===== config.mk =====
export PLATFORM = sky130hd
export DESIGN_NAME = cxl_lane_ctrl
export DESIGN_NICKNAME = d
export VERILOG_FILES = /design/src/design/cxl_pkg.sv /design/src/design/cxl_lane_ctrl.sv
export SDC_FILE = /design/constraint.sdc
export NUM_CORES = 1
export LEC_CHECK = 0
export ABC_CLOCK_PERIOD_IN_PS = 4500
export BUFFER_PORTS_ARGS = -buffer_cell sky130_fd_sc_hd__buf_4
export CAP_MARGIN = 20
export CORE_ASPECT_RATIO = 2
export CORE_MARGIN = 2
export CORE_UTILIZATION = 55
export DETAILED_ROUTE_END_ITERATION = 8
export PLACE_DENSITY = 0.8
export SLEW_MARGIN = 20
export SYNTH_ARGS = -nofsm -noshare
export SYNTH_HDL_FRONTEND = slang
export SYNTH_SLANG_ARGS = --single-unit

===== constraint.sdc =====
create_clock -name clk -period 4.5 [get_ports clk]
set_clock_uncertainty 0.15 [all_clocks]
set_input_delay 0.225 -clock clk [delete_from_list [all_inputs] [get_ports clk]]
set_output_delay 0.225 -clock clk [all_outputs]
set_load 0.005 [all_outputs]

===== src/design/cxl_pkg.sv =====
// Purpose: shared constants, types and register map for the lane control
// Assumes: 250 MHz device clock, APB slave with 32-bit data
// Notes: all offsets are byte addresses of aligned words
package cxl_pkg;
  localparam int unsigned LANES = 4;
  localparam int unsigned CLK_MHZ = 250;
  // loss-of-signal bounds, in microseconds
  localparam int unsigned LOS_MIN_US = 250;
  localparam int unsigned LOS_MAX_US = 500;
  // fail after more than the minimum, well before the maximum
  localparam int unsigned LOS_FAIL_US = 300;
  localparam int unsigned LOS_FAIL_CYC = LOS_FAIL_US * CLK_MHZ;
  localparam int unsigned LOS_CNT_W = 17;
  // latency budget in bit times and the budget actually used
  localparam int unsigned LAT_LIMIT_BT = 512;
  localparam int unsigned LAT_USED_CYC = 2;
  // register byte offsets
  localparam logic [7:0] REG_CTRL = 8'h00;
  localparam logic [7:0] REG_STAT = 8'h04;
  localparam logic [7:0] REG_IRQ = 8'h08;
  localparam logic [7:0] REG_MASK = 8'h0C;
  // control field positions
  localparam int unsigned CTRL_GDIS = 0;
  localparam int unsigned CTRL_LOOP = 1;
  localparam int unsigned CTRL_FGATE = 2;
  localparam int unsigned CTRL_LDIS = 4;
  // status and event field positions
  localparam int unsigned STAT_SD = 0;
  localparam int unsigned STAT_FLT = 1;
  localparam int unsigned STAT_TXF = 2;
  localparam int unsigned STAT_RXF = 3;
  localparam int unsigned STAT_LSD = 4;
  localparam int unsigned EVT_W = 4;
  localparam logic [7:0] CTRL_RST = 8'h04;
  localparam logic [3:0] TX_IDLE = 4'h0;
  localparam logic [3:0] MASK_RST = 4'h0;
  // event bits: signal detect lost, gained, fault rose, fault fell
  localparam int unsigned EVT_SDLOST = 0;
  localparam int unsigned EVT_SDUP = 1;
  localparam int unsigned EVT_FUP = 2;
  localparam int unsigned EVT_FDN = 3;
  typedef struct packed {
    logic [3:0] tx_fault;
    logic [3:0] rx_fault;
  } cxl_fault_s;
  typedef enum logic [1:0] {
    CXL_SD_FAIL,
    CXL_SD_OK
  } cxl_sd_e;
endpackage


===== src/design/cxl_lane_ctrl.sv =====
// Purpose: digital control of a four-lane twinax physical medium sublayer
// Assumes: all inputs synchronous to clk; lane bits sampled per clock
// Notes: two register stages end to end, far below the latency budget
`timescale 1ns/10ps
`default_nettype none
// Contract
// - tx bit n drives tx lane n
// - no polarity inversion either direction
// - detect OK only when all lanes valid
// - no fail before 250us, fail by 500us
// - global disable holds all lanes constant
// - fault gating holds all lanes constant
// - lane disable holds only its lane
// - disables never affect loopback data
// - loopback returns tx data, tx stays on
// - total latency at most 512 bit times
// - fault flag follows any local fault
// - tx fault flag follows tx path fault
// - rx fault flag follows rx path fault
module cxl_lane_ctrl (
  // clock and reset
  input wire logic clk,
  input wire logic rst_b,
  // apb slave
  input wire logic psel,
  input wire logic penable,
  input wire logic pwrite,
  input wire logic [7:0] paddr,
  input wire logic [31:0] pwdata,
  output logic [31:0] prdata,
  output logic pready,
  output logic pslverr,
  // upper layer data
  input wire logic [3:0] tx_bit,
  output logic [3:0] rx_bit,
  // lane side data and detect
  output logic [3:0] tx_lane,
  input wire logic [3:0] rx_lane,
  input wire logic [3:0] rx_valid,
  // fault sources
  input wire cxl_pkg::cxl_fault_s fault_in,
  // status outputs
  output logic signal_detect,
  output logic fault,
  output logic tx_fault,
  output logic rx_fault,
  output logic irq
);
  import cxl_pkg::*;

  // counts a lane's loss time, saturating at the fail point
  function automatic logic [LOS_CNT_W-1:0] los_next(
    input logic valid, input logic [LOS_CNT_W-1:0] cnt);
    logic [LOS_CNT_W-1:0] lim;
    lim = LOS_CNT_W'(LOS_FAIL_CYC);
    if (valid) begin
      los_next = '0;
    end else if (cnt < lim) begin
      los_next = cnt + 1'b1;
    end else begin
      los_next = cnt;
    end
  endfunction

  // registers
  logic [7:0] ctrl_q; // control word
  logic [3:0] mask_q; // interrupt mask
  logic [3:0] evt_q; // sticky events
  logic [3:0] evt_set; // event pulses this cycle
  logic [3:0] tx_lane_q; // registered lane drive
  logic [3:0] rx_bit_q; // registered upper rx data
  logic [LOS_CNT_W-1:0] los_q [LANES]; // per-lane loss timers
  logic [3:0] lane_lost; // lane timed out
  cxl_sd_e sd_q; // global detect state
  logic sd_d;
  logic flt_q; // previous fault, for edges

  // decoded bus access
  wire logic acc_wr = psel & penable & pwrite;
  wire logic hit_ctrl = paddr == REG_CTRL;
  wire logic hit_stat = paddr == REG_STAT;
  wire logic hit_irq = paddr == REG_IRQ;
  wire logic hit_mask = paddr == REG_MASK;
  wire logic hit_any = hit_ctrl | hit_stat | hit_irq | hit_mask;

  // control fields
  wire logic gdis = ctrl_q[CTRL_GDIS];
  wire logic loop = ctrl_q[CTRL_LOOP];
  wire logic fgate = ctrl_q[CTRL_FGATE];
  wire logic [3:0] ldis = ctrl_q[CTRL_LDIS +: 4];

  // fault aggregation; any lane fault is a local fault
  wire logic txf = |fault_in.tx_fault;
  wire logic rxf = |fault_in.rx_fault;
  wire logic anyf = txf | rxf;

  // a lane is held low by global disable, its own disable, or gated fault;
  // per-lane gating is covered by all_off, so any gated fault silences every lane
  wire logic all_off = gdis | (fgate & anyf);
  wire logic [3:0] lane_off = ldis | (fgate ? fault_in.tx_fault : 4'h0);
  // held level is zero, a constant non-toggling state
  wire logic [3:0] tx_d = all_off ? TX_IDLE : (tx_bit & ~lane_off);
  // loopback picks raw tx bits, before any disable gating
  wire logic [3:0] rx_d = loop ? tx_bit : rx_lane;

  // one stage each way; two cycles total is 25 bit times at 3.125 GBd
  always_ff @(posedge clk or negedge rst_b) begin
    if (!rst_b) begin
      tx_lane_q <= TX_IDLE;
      rx_bit_q <= TX_IDLE;
    end else begin
      tx_lane_q <= tx_d;
      rx_bit_q <= rx_d;
    end
  end

  // per-lane loss timers on the device clock
  for (genvar i = 0; i < LANES; i++) begin : g_los
    always_ff @(posedge clk or negedge rst_b) begin
      if (!rst_b) begin
        los_q[i] <= '0;
      end else begin
        los_q[i] <= los_next(rx_valid[i], los_q[i]);
      end
    end
    assign lane_lost[i] = los_q[i] == LOS_CNT_W'(LOS_FAIL_CYC);
  end

  // ok needs every lane valid now; fail once any lane timed out
  always_comb begin
    sd_d = sd_q == CXL_SD_OK;
    case (sd_q)
      CXL_SD_FAIL: sd_d = &rx_valid;
      CXL_SD_OK: sd_d = ~|lane_lost;
      default: sd_d = 1'b0;
    endcase
  end

  // detect state starts at fail
  always_ff @(posedge clk or negedge rst_b) begin
    if (!rst_b) begin
      sd_q <= CXL_SD_FAIL;
    end else begin
      sd_q <= sd_d ? CXL_SD_OK : CXL_SD_FAIL;
    end
  end

  // edge events for the interrupt block
  always_comb begin
    evt_set = 4'h0;
    evt_set[EVT_SDLOST] = (sd_q == CXL_SD_OK) & ~sd_d;
    evt_set[EVT_SDUP] = (sd_q == CXL_SD_FAIL) & sd_d;
    evt_set[EVT_FUP] = anyf & ~flt_q;
    evt_set[EVT_FDN] = ~anyf & flt_q;
  end

  // control and mask writes
  always_ff @(posedge clk or negedge rst_b) begin
    if (!rst_b) begin
      ctrl_q <= CTRL_RST;
      mask_q <= MASK_RST;
    end else if (acc_wr) begin
      if (hit_ctrl) ctrl_q <= pwdata[7:0];
      if (hit_mask) mask_q <= pwdata[3:0];
    end
  end

  // sticky events: write one clears, a new event wins over the clear
  wire logic [3:0] evt_clr = (acc_wr & hit_irq) ? pwdata[3:0] : 4'h0;
  always_ff @(posedge clk or negedge rst_b) begin
    if (!rst_b) begin
      evt_q <= 4'h0;
      flt_q <= 1'b0;
    end else begin
      evt_q <= (evt_q & ~evt_clr) | evt_set;
      flt_q <= anyf;
    end
  end

  // read mux; zero-wait slave, unmapped reads zero with error
  always_comb begin
    prdata = 32'h0000_0000;
    if (hit_ctrl) begin
      prdata[7:0] = ctrl_q;
    end else if (hit_stat) begin
      prdata[STAT_SD] = sd_q == CXL_SD_OK;
      prdata[STAT_FLT] = anyf;
      prdata[STAT_TXF] = txf;
      prdata[STAT_RXF] = rxf;
      prdata[STAT_LSD +: 4] = rx_valid;
    end else if (hit_irq) begin
      prdata[3:0] = evt_q;
    end else if (hit_mask) begin
      prdata[3:0] = mask_q;
    end
  end
  assign pready = 1'b1;
  assign pslverr = psel & penable & ~hit_any;

  // outputs
  assign tx_lane = tx_lane_q;
  assign rx_bit = rx_bit_q;
  assign signal_detect = sd_q == CXL_SD_OK;
  assign fault = anyf;
  assign tx_fault = txf;
  assign rx_fault = rxf;
  assign irq = |(evt_q & mask_q);

  // assertions
  // an ungated tx bit shows on its own lane one edge later
  AST_TXMAP: assert property (@(posedge clk) disable iff (!rst_b)
    !$past(all_off) && $past(lane_off) == 4'h0 |-> tx_lane == $past(tx_bit))
    else $error("tx lane does not follow tx bit");

  // global disable parks every lane at the idle level
  AST_GDIS: assert property (@(posedge clk) disable iff (!rst_b)
    gdis |=> tx_lane == TX_IDLE)
    else $error("tx not held under global disable");

  // gated fault parks every lane at the idle level
  AST_FGATE: assert property (@(posedge clk) disable iff (!rst_b)
    fgate && anyf |=> tx_lane == TX_IDLE)
    else $error("tx not held under fault");

  // a lane disable holds its own lane low
  AST_LDIS: assert property (@(posedge clk) disable iff (!rst_b)
    !all_off && ldis[0] |=> !tx_lane[0])
    else $error("lane 0 not held by its disable");

  // loopback data comes from the raw tx bits
  AST_LOOP: assert property (@(posedge clk) disable iff (!rst_b)
    loop |=> rx_bit == $past(tx_bit))
    else $error("loopback data lost");

  // outside loopback the rx bits follow the lanes in order
  AST_RXMAP: assert property (@(posedge clk) disable iff (!rst_b)
    !loop |=> rx_bit == $past(rx_lane))
    else $error("rx bit does not follow rx lane");

  // ok is only granted from all four lanes valid together
  AST_SDOK: assert property (@(posedge clk) disable iff (!rst_b)
    $rose(signal_detect) |-> $past(&rx_valid))
    else $error("detect ok without all lanes valid");

  // a fresh loss on lane 0 cannot drop the detect at once
  AST_SDHOLD: assert property (@(posedge clk) disable iff (!rst_b)
    signal_detect && rx_valid[0] == 1'b0 && los_q[0] == '0
      |=> signal_detect[*8])
    else $error("detect failed too early");

  // the overall fault flag is the or of every local fault
  AST_FLT: assert property (@(posedge clk) disable iff (!rst_b)
    fault == (|fault_in.tx_fault | |fault_in.rx_fault))
    else $error("fault flag wrong");

  // an unmasked event raises the interrupt on the next edge
  AST_IRQ: assert property (@(posedge clk) disable iff (!rst_b)
    evt_set[EVT_FUP] && mask_q[EVT_FUP] && !acc_wr |=> irq)
    else $error("masked-in event raised no interrupt");

  // the transmit fault flag covers only the transmit path
  AST_TXFLT: assert property (@(posedge clk) disable iff (!rst_b)
    tx_fault == |fault_in.tx_fault)
    else $error("tx fault flag wrong");

  // the receive fault flag covers only the receive path
  AST_RXFLT: assert property (@(posedge clk) disable iff (!rst_b)
    rx_fault == |fault_in.rx_fault)
    else $error("rx fault flag wrong");

  // loopback alone leaves the transmitters running
  AST_LOOPTX: assert property (@(posedge clk) disable iff (!rst_b)
    loop && !all_off && lane_off == 4'h0 |=> tx_lane == $past(tx_bit))
    else $error("loopback stopped the transmitters");

  // disabling lane 0 leaves lane 1 carrying data
  AST_LDISONE: assert property (@(posedge clk) disable iff (!rst_b)
    !all_off && ldis[0] && !lane_off[1] |=> tx_lane[1] == $past(tx_bit[1]))
    else $error("lane disable touched another lane");

  // global disable and loopback together still loop data
  AST_GDISLOOP: assert property (@(posedge clk) disable iff (!rst_b)
    gdis && loop |=> rx_bit == $past(tx_bit))
    else $error("global disable broke loopback");

  // detect only falls after a lane timer reached the fail point
  AST_SDFAIL: assert property (@(posedge clk) disable iff (!rst_b)
    $fell(signal_detect) |-> $past(|lane_lost))
    else $error("detect failed without a timed-out lane");

  // detect only falls once some lane is past the minimum loss time
  AST_SDMIN: assert property (@(posedge clk) disable iff (!rst_b)
    $fell(signal_detect) |-> $past(|lane_old))
    else $error("detect failed before the minimum loss time");

  // a timed-out lane drops the detect on the next edge
  AST_SDMAX: assert property (@(posedge clk) disable iff (!rst_b)
    signal_detect && |lane_lost |=> !signal_detect)
    else $error("detect held past a timed-out lane");

  // from reset the detect stays at fail until all lanes are valid
  AST_SDSTAY: assert property (@(posedge clk) disable iff (!rst_b)
    !signal_detect && !(&rx_valid) |=> !signal_detect)
    else $error("detect left fail without qualification");

  // a new event is never lost, even against a clear
  AST_STICKY: assert property (@(posedge clk) disable iff (!rst_b)
    evt_set[EVT_FDN] |=> evt_q[EVT_FDN])
    else $error("event bit not captured");

  // a write of one clears a quiet event bit
  AST_IRQCLR: assert property (@(posedge clk) disable iff (!rst_b)
    acc_wr && hit_irq && pwdata[EVT_FUP] && !evt_set[EVT_FUP]
      |=> !evt_q[EVT_FUP])
    else $error("event bit not cleared");

  // with everything masked the interrupt line stays low
  AST_IRQMASK: assert property (@(posedge clk) disable iff (!rst_b)
    mask_q == 4'h0 |-> !irq)
    else $error("interrupt raised while masked");

  // an access to a hole in the map reports an error
  AST_SLVERR: assert property (@(posedge clk) disable iff (!rst_b)
    psel && penable && !hit_any |-> pslverr)
    else $error("unmapped access without error");

  // per-lane timer checks; a lane is old once it has been lost for
  // the minimum hold time, which bounds how early detect may fall
  wire logic [3:0] lane_old; // lost at least the minimum time
  for (genvar k = 0; k < LANES; k++) begin : g_old
    assign lane_old[k] = los_q[k] >= LOS_CNT_W'(LOS_MIN_US * CLK_MHZ);
    // the timer never runs past its fail point
    AST_LOSCAP: assert property (@(posedge clk) disable iff (!rst_b)
      los_q[k] <= LOS_CNT_W'(LOS_FAIL_CYC))
      else $error("loss timer overran");
    // a valid lane restarts its timer
    AST_LOSCLR: assert property (@(posedge clk) disable iff (!rst_b)
      rx_valid[k] |=> los_q[k] == '0)
      else $error("loss timer not cleared");
    // a lost lane counts one per device clock
    AST_LOSRUN: assert property (@(posedge clk) disable iff (!rst_b)
      !rx_valid[k] && !lane_lost[k] |=> los_q[k] == $past(los_q[k]) + 1'b1)
      else $error("loss timer not counting");
  end
endmodule
`default_nettype wire


* After elaboration in Yosys (flattened, before gate mapping)
Index checks and enable logic that the tools add are counted.
** Storage, ports and cells
- Register bits :: 94
- Output and inout bits :: 47
- Logic and storage cells :: 85
** Operators by class
- $add $sub $neg :: 4
- $lt $le $gt $ge :: 4
- Eq/ne operators :: 8
- Multiplexer cells :: 19
- Bitwise logic cells :: 25
- Reduce and logical (&&, ||, !) cells :: 14
** Operators with widths (number)
- $mux W17 :: 8
- $add A17 B1 Y17 const B :: 4
- $eq A17 B17 Y1 const B :: 4
- $lt A17 B17 Y1 const B :: 4
- $mux W4 :: 8
- $eq A8 B4 Y1 const B :: 2
- $reduce_or A4 Y1 :: 4
- $and A4 B4 Y4 :: 3
- $and A1 B1 Y1 :: 9
- $eq A8 B3 Y1 const B :: 1
- $logic_not A8 Y1 :: 1
- $mux W8 :: 1
- $not A4 Y4 :: 2
- $or A4 B4 Y4 :: 2
- $reduce_bool A2 Y1 :: 4
- $or A1 B1 Y1 :: 5
- $not A1 Y1 :: 4
- $reduce_and A2 Y1 :: 2
- $reduce_and A4 Y1 :: 1
- $logic_not A2 Y1 :: 1
- $pmux W1 S2 :: 1
- $eq A1 B1 Y1 const B :: 1
- $logic_not A1 Y1 :: 1
- $mux W1 :: 1

* Depth between registers and ports, before layout
Gate-level depths: netlist of run 1.
- Depth after elaboration :: 7
- Depth in mapped cells :: 7

* Least setup slack after synthesis of run 1
OpenSTA, ideal clock, no wires.
- Path type :: register to register
- From :: register los_q[29] (netlist name)
- To :: register los_q[28] (netlist name)
- Library setup time :: 125 ps
- Data arrival time :: 1814 ps
- Data required time :: 4225 ps
- Path slack :: 2411 ps
- Stages on the path, launching flop included :: 7
- Path buffers :: 1
- Cell sequence :: dfrtp_1 > nor4_2 > a21oi_1 > a21o_1 > buf_6 > nor4_1 > mux2_2
** Between the ends
- Longest elaborated chain between the ends :: 2
** RTL lines
- start: declaration :: RTL line cxl_lane_ctrl.sv:72 : logic [LOS_CNT_W-1:0] los_q [LANES];
- start signal: indexed assignment :: RTL line cxl_lane_ctrl.sv:123 : los_q[i] <= los_next(rx_valid[i], los_q[i]);
- $lt A17 B17 Y1 :: RTL line cxl_lane_ctrl.sv:58 : end else if (cnt < lim) begin
- $reduce_bool A2 Y1 (no source line)
Every way passes these cells.
A chain may end at the register's enable or synchronous reset.

* Worst setup path after layout of run 1
- From :: register los_q[12] (netlist name)
- To :: register los_q[13] (netlist name)
** Between the ends
- Longest elaborated chain between the ends :: 3
- Elaborated cells between the ends (all ways) :: 5
- Classes of those cells :: add/sub: 1; order compare: 1; mux: 2; reduce/logical: 1
** RTL lines
- $add A17 B1 Y17 :: RTL line cxl_lane_ctrl.sv:59 : los_next = cnt + 1'b1;
- $mux W17 :: RTL line cxl_lane_ctrl.sv:58
- $mux W17 :: RTL line cxl_lane_ctrl.sv:56 : if (valid) begin
Several ways; a longest one is shown, not always the timed one. The select of a mux whose other input is x is not followed.

==> impl_metrics.tcl, run 1 <==
set metrics [dict create \
    status "completed" \
    required_ns 4.63 \
    grt_max_degree 73 \
    wl_per_cell_um 17.3 \
    synth_top_family_by_area "simple AND/OR/NAND/NOR gates" \
    syn_area_um2 5330 \
    tns_ns 0 \
    synth.mux.area_fraction 0.0719 \
    synth_area_leaders "dfrtp_1 (44%), xnor2_1 (4.8%), mux2_2 (3.8%)" \
    min_from "tx_bit[2]" \
    period_minus_slack_ns 2.47 \
    n_fill_cell 725 \
    critPathKind "reg -> reg" \
    die-height_um 143 \
    nNetsFinal 693 \
    dpl.hpwl_um 8580 \
    avgViaCountPerCell 6.08 \
    async_flop_share 1.00 \
    routed_wl_um 12600 \
    cts.sinks 94 \
    cts_buffers 9 \
    io_pins 112 \
    port_buffers 62 \
    ys_seq_elements 94 \
    final_core_util 0.658 \
    r2r_slack_ns 2.03 \
    final_max_slew_viol_count 0 \
    synthDominantAreaCellType "dfrtp_1" \
    relSlewSlack 0.281 \
    worstMarginPinSlew_ns 1.07 \
    cap_violations 0 \
    grt_pass1_vias 4470 \
    clock_latency_ns 0.35 \
    layout_setup_ws_ns 2.03 \
    r2r_cells 5 \
    synth-edff-count 0 \
    hold_depth 2 \
    clock.fmax_ghz 0.405 \
    start_util 0.568 \
    hold_viol 0 \
    antenna_found_initial 0 \
    ys_types 57 \
    rows 50 \
    cp-end-kind "flip-flop" \
    rr_endpoint "los_q[13]" \
    ant_nets 0 \
    yosysMostFrequentCell "dfrtp_1" \
    fin_crit_sh 0.549 \
    grt_setup_unrepaired "no" \
    grt_pass1_wl_um 20800 \
    synth-xor-area-share 0.0576 \
    hold_end "rx_bit[2]" \
    drive_gt1_frac 0.173 \
    core_um2 9380 \
    place_ws_ns 1.89 \
    antennaDiodeCount 0 \
    min_path_type "in -> reg" \
    dieArea_um2 10500 \
    clock-root-buffer "clkbuf_16" \
    synth_top_area_frac 0.437 \
    ys_seq_area_frac 0.442 \
    synth_compound_area_frac 0.121 \
    gp_routability_congestion 0.844 \
    clockBufferDepth 2 \
    p_leak_nw 2.63 \
    postCtsResizedCells 0 \
    synthCells 551 \
    avgSynthCellArea_um2 9.67 \
    r2r-start "los_q[12]" \
    cts_tree "built" \
    drc 0 \
    synthSimpleGateAreaFrac 0.214 \
    startpoint_type "flip-flop" \
    crit_arrival_ns 2.60 \
    ir_worst_vdd_mv 0.198 \
    totalPowerFinal_mw 1.74 \
    htreeDepth 3 \
    yosysWarnings 0 \
    die_w_um 73.6 \
    setup_viol 0 \
    synth_top_flop_cell "dfrtp_1" \
    synthAdderAreaFrac 0.0188 \
    clk_pin_slew_worst_paths_ns 0.07 \
    syn2layout_area_growth_pct 16.0 \
    crit_fanout 13 \
    vias 4427 \
    synth_commonest_cells "dfrtp_1 (93), nor2_1 (53), nand2_1 (37)" \
    drt_pass1_iterations 5 \
    layout.cells.non_filler 728 \
    drt_iter0_drc 298 \
    post-place-cells 694 \
    grt_usage 0.253 \
    power_density_nw_per_um2 282 \
    grt.overflow.total 0 \
]
[cells by family (layout without fill, tap and decap cells)]
group / count (synthesis) / in the layout
adders and majority gates: 8 / 8
buffers and inverters: 72 / 122
AOI/OAI and AO/OA: 97 / 97
DFF: 94 / 94
muxes: 31 / 31
other: 2 / 25
xor gates and xnor gates: 35 / 35
and+or+nand+nor: 212 / 212
[placed cells by master (no fill, tap or decap), types with 15 or more instances in the layout]
cell type,netlist,final
dfrtp_1,93,93
or3_1,18,18
nand2_1,37,37
inv_1,25,25
o21ai_0,16,16
dlygate4sd3_1,0,19
nor2_1,53,53
a21oi_1,32,32
nand4_1,15,15
mux2_2,18,18
xnor2_1,29,29
buf_4,25,63
nand3_1,23,23
conb_1,2,25
[routing by layer]
layer / track usage / share of wire / vias to the layer above
li1: - / - / 2060
met1: 0.288 / 0.38 / 2230
met3: 0.0430 / 0.030 / 29
met4: 0.111 / 0.025 / 0
met5: 0 / 0 / -
met2: 0.449 / 0.57 / 108
[report_power, final]
group	leakage (nW)	switching [mW]	total (mW)	internal, mW
combinational	1.24	0.0761	0.149	0.0733
sequential	1.26	0.0204	0.884	0.863
clock	0.131	0.319	0.705	0.386
total	2.63	0.416	1.74	1.32
[layout make-up]
type / count / area (um^2) / share of cell area
Sequential cell: 94 / 2350 / 0.381
Clock buffer: 10 / 239 / 0.0387
Tap cell: 104 / 130 / 0.0211
Timing Repair Buffer: 82 / 663 / 0.107
Multi-Input combinational cell: 408 / 2660 / 0.431
Inverter: 25 / 93.8 / 0.0152
Clock inverter: 5 / 33.8 / 0.00547
[through the flow]
stage,hold slack [ns],cell area (um^2)
floorplan,-0.221,5410
global placement,0.254,5710
detailed placement,0.273,5710
CTS,0.00744,6180
global route,0.0148,6180
finish,0.0285,6180
[flip-flops by register name (all words and copies together) (netlist names)]
| signal | count |
|---|---|
| rx_bit | 4 |
| mask_q | 4 |
| flt_q | 1 |
| ctrl_q | 8 |
| tx_lane | 4 |
| evt_q | 4 |
| sd_q | 1 |
| los_q | 68 |
[worst max-delay path: stages (launching register included)]
cell and delay [ns]:
dfrtp_1 0.43, nor4_1 0.38, a21oi_1 0.27, a211o_1 0.49, or4_1 0.53, a21oi_1 0.15
[worst max path at each step]
stage / startpoint / endpoint / slack [ns]
2_1_floorplan: los_q[29] / los_q[28] / 2.41
3_3_place_gp: paddr[5] / ctrl_q[4] / 2.00
3_5_place_dp: paddr[5] / ctrl_q[7] / 1.89
4_1_cts: los_q[12] / los_q[13] / 2.05
5_1_grt: los_q[12] / los_q[13] / 1.87
6_report: los_q[12] / los_q[13] / 2.03
[repair_timing]
| item | CTS | global route |
|---|---|---|
| setup buffers | 0 | 0 |
| endpoints found under the setup margin | 0 | 0 |
| hold buffers | 19 | 0 |
| endpoints found under the hold margin | 88 | 0 |
No activity file was read; power rests on OpenSTA's default activity.
==> run 2, diff against run 1 <==
--- a/config.mk
+++ b/config.mk
@@ -5,7 +5,7 @@
 export SDC_FILE = /design/constraint.sdc
 export NUM_CORES = 1
 export LEC_CHECK = 0
-export ABC_CLOCK_PERIOD_IN_PS = 4500
+export ABC_CLOCK_PERIOD_IN_PS = 2500
 export BUFFER_PORTS_ARGS = -buffer_cell sky130_fd_sc_hd__buf_4
 export CAP_MARGIN = 20
 export CORE_ASPECT_RATIO = 2
==> constraint.sdc (replaced) <==
create_clock -name clk -period 2.5 [get_ports clk]
set_clock_uncertainty 0.15 [all_clocks]
set_input_delay 0.125 -clock clk [delete_from_list [all_inputs] [get_ports clk]]
set_output_delay 0.125 -clock clk [all_outputs]
set_load 0.005 [all_outputs]
==> run 2 against run 1 <==
Against the previous run:
- flip-flop and latch count unchanged
- register-to-register slack got worse by 1.8 ns
- critical path depth is the same
- worst hold slack improved by 0.089 ns
- setup slack worse by 1.8 ns
- clock power grew 100%
- largest power group unchanged
- highest routed layer unchanged
==> impl_metrics.tcl, run 2 (synthesis results as in run 1) <==
set metrics [dict create \
    power_density_nw_per_um2 518 \
    ant_nets 0 \
    wl_per_cell_um 16.7 \
    avgViaCountPerCell 5.95 \
    clock.fmax_ghz 0.436 \
    startpoint_type "flip-flop" \
    setup_viol 0 \
    hold_viol 0 \
    grt_pass1_wl_um 20700 \
    dpl.hpwl_um 8590 \
    cp-end-kind "flip-flop" \
    die_w_um 73.6 \
    layout_common_cells "dfrtp_1 (93), buf_4 (72), nor2_1 (53), nand2_1 (37), a21oi_1 (32)" \
    worstMarginPinSlew_ns 0.666 \
    relSlewSlack 0.553 \
    critPathKind "reg -> reg" \
    clock_latency_ns 0.35 \
    port_buffers 62 \
    cts_tree "built" \
    rows 50 \
    grt_usage 0.253 \
    grt_setup_unrepaired "no" \
    start_util 0.568 \
    grt_max_degree 95 \
    min_path_type "in -> reg" \
    syn2layout_area_growth_pct 19.5 \
    n_fill_cell 679 \
    post-place-cells 704 \
    top_register "los_q" \
    largest_reg_flops 68 \
    drt_iter0_drc 377 \
    ir_worst_vdd_mv 0.338 \
    cts_buffers 9 \
    gp_routability_congestion 0.867 \
    cap_violations 0 \
    htreeDepth 3 \
    drt_pass1_iterations 5 \
    io_pins 112 \
    die-height_um 143 \
    place_ws_ns 0.229 \
    core_um2 9380 \
    antenna_found_initial 1 \
    tns_ns 0 \
    clockBufferDepth 2 \
    crit_fanout 13 \
    nNetsFinal 709 \
    required_ns 2.62 \
    crit_arrival_ns 2.42 \
    layout.cells.non_filler 746 \
    dieArea_um2 10500 \
    clock-root-buffer "clkbuf_16" \
    status "completed" \
    drc 0 \
    grt_pass1_vias 4391 \
    cts.sinks 94 \
    p_leak_nw 2.74 \
    layout_setup_ws_ns 0.205 \
    layout_commonest_cell "dfrtp_1" \
    biggestRegsByFlops "los_q: 68 flops, ctrl_q: 8 flops" \
    routed_wl_um 12500 \
    final_max_slew_viol_count 0 \
    postPlaceCellArea_um2 5800 \
    period_minus_slack_ns 2.29 \
    design_area_um2 6360 \
    grt.overflow.total 0 \
    fin_crit_sh 0.918 \
    drive_gt1_frac 0.186 \
    vias 4441 \
    clk_pin_slew_worst_paths_ns 0.07 \
    post-cts-setup-buffer-count 0 \
]
## run 2: cell count changes in the layout (fill, tap and decap cells not counted), sizes merged
cell         before  now
buf              63   73
bufinv            0    1
clkbuf           10   11
clkinvlp          2    1
diode             0    1
dlygate4sd3      19   25
## run 2: repair_timing
item                                   in CTS  in global routing
endpoints found under the hold margin     182                  0
resized for setup                           0                  0
hold buffers                               25                  0
## run 2: cell type report
| class | count | area (um^2) | share of cell area |
|---|---|---|---|
| clock inverter | 5 | 56.3 | 0.00885 |
| clock buffer | 11 | 253 | 0.0397 |
| multi-input combinational | 408 | 2660 | 0.418 |
| inverter | 25 | 93.8 | 0.0147 |
| sequential | 94 | 2350 | 0.370 |
| timing repair buffer | 98 | 811 | 0.127 |
| tap | 104 | 130 | 0.0205 |
| antenna | 1 | 2.50 | 0.000393 |
## run 2: worst paths after layout
| path | start | end | slack [ns] | cells past startpoint |
|---|---|---|---|---|
| setup / recovery | los_q[12] | los_q[13] | 0.21 | 5 |
| hold / removal | fault_in[6] | evt_q[2] | 0.12 | 4 |
| setup reg to reg | los_q[12] | los_q[13] | 0.21 | 5 |
| hold reg to reg | ctrl_q[5] | tx_lane[1] | 0.31 | 1 |
| max in group asynchronous | rst_b | los_q[2] | 1.58 | 3 |
| min in group asynchronous | rst_b | flt_q | 0.21 | 3 |
## run 2: metal layers
layer | share of wire | GRT usage | vias up
li1 | - | - | 2098
met1 | 0.37 | 0.281 | 2181
met2 | 0.56 | 0.448 | 125
met3 | 0.039 | 0.0494 | 37
met4 | 0.037 | 0.122 | 0
met5 | 0 | 0 | -
## run 2: stage by stage
stage	hold WS (ns)	utilization	power, mW
after floorplan	-0.321	-	1.75
after global placement	0.0542	0.618	1.85
after detailed placement	0.0674	0.618	1.86
after CTS	0.0925	0.678	3.31
after global routing	0.129	0.678	3.41
final	0.117	0.678	3.30
## run 2: where the power goes
part,leakage [nW],switching (mW),internal [mW]
clock network,0.152,0.599,0.830
registers,1.26,0.0360,1.55
logic,1.32,0.138,0.141
total,2.74,0.772,2.52
## run 2: worst max-delay path, stage by stage, from the launching register on
cell and delay, ns:
dfrtp_1 0.43, nor4_1 0.38, a21oi_1 0.14, a211o_1 0.44
or4_1 0.52, a21oi_1 0.16
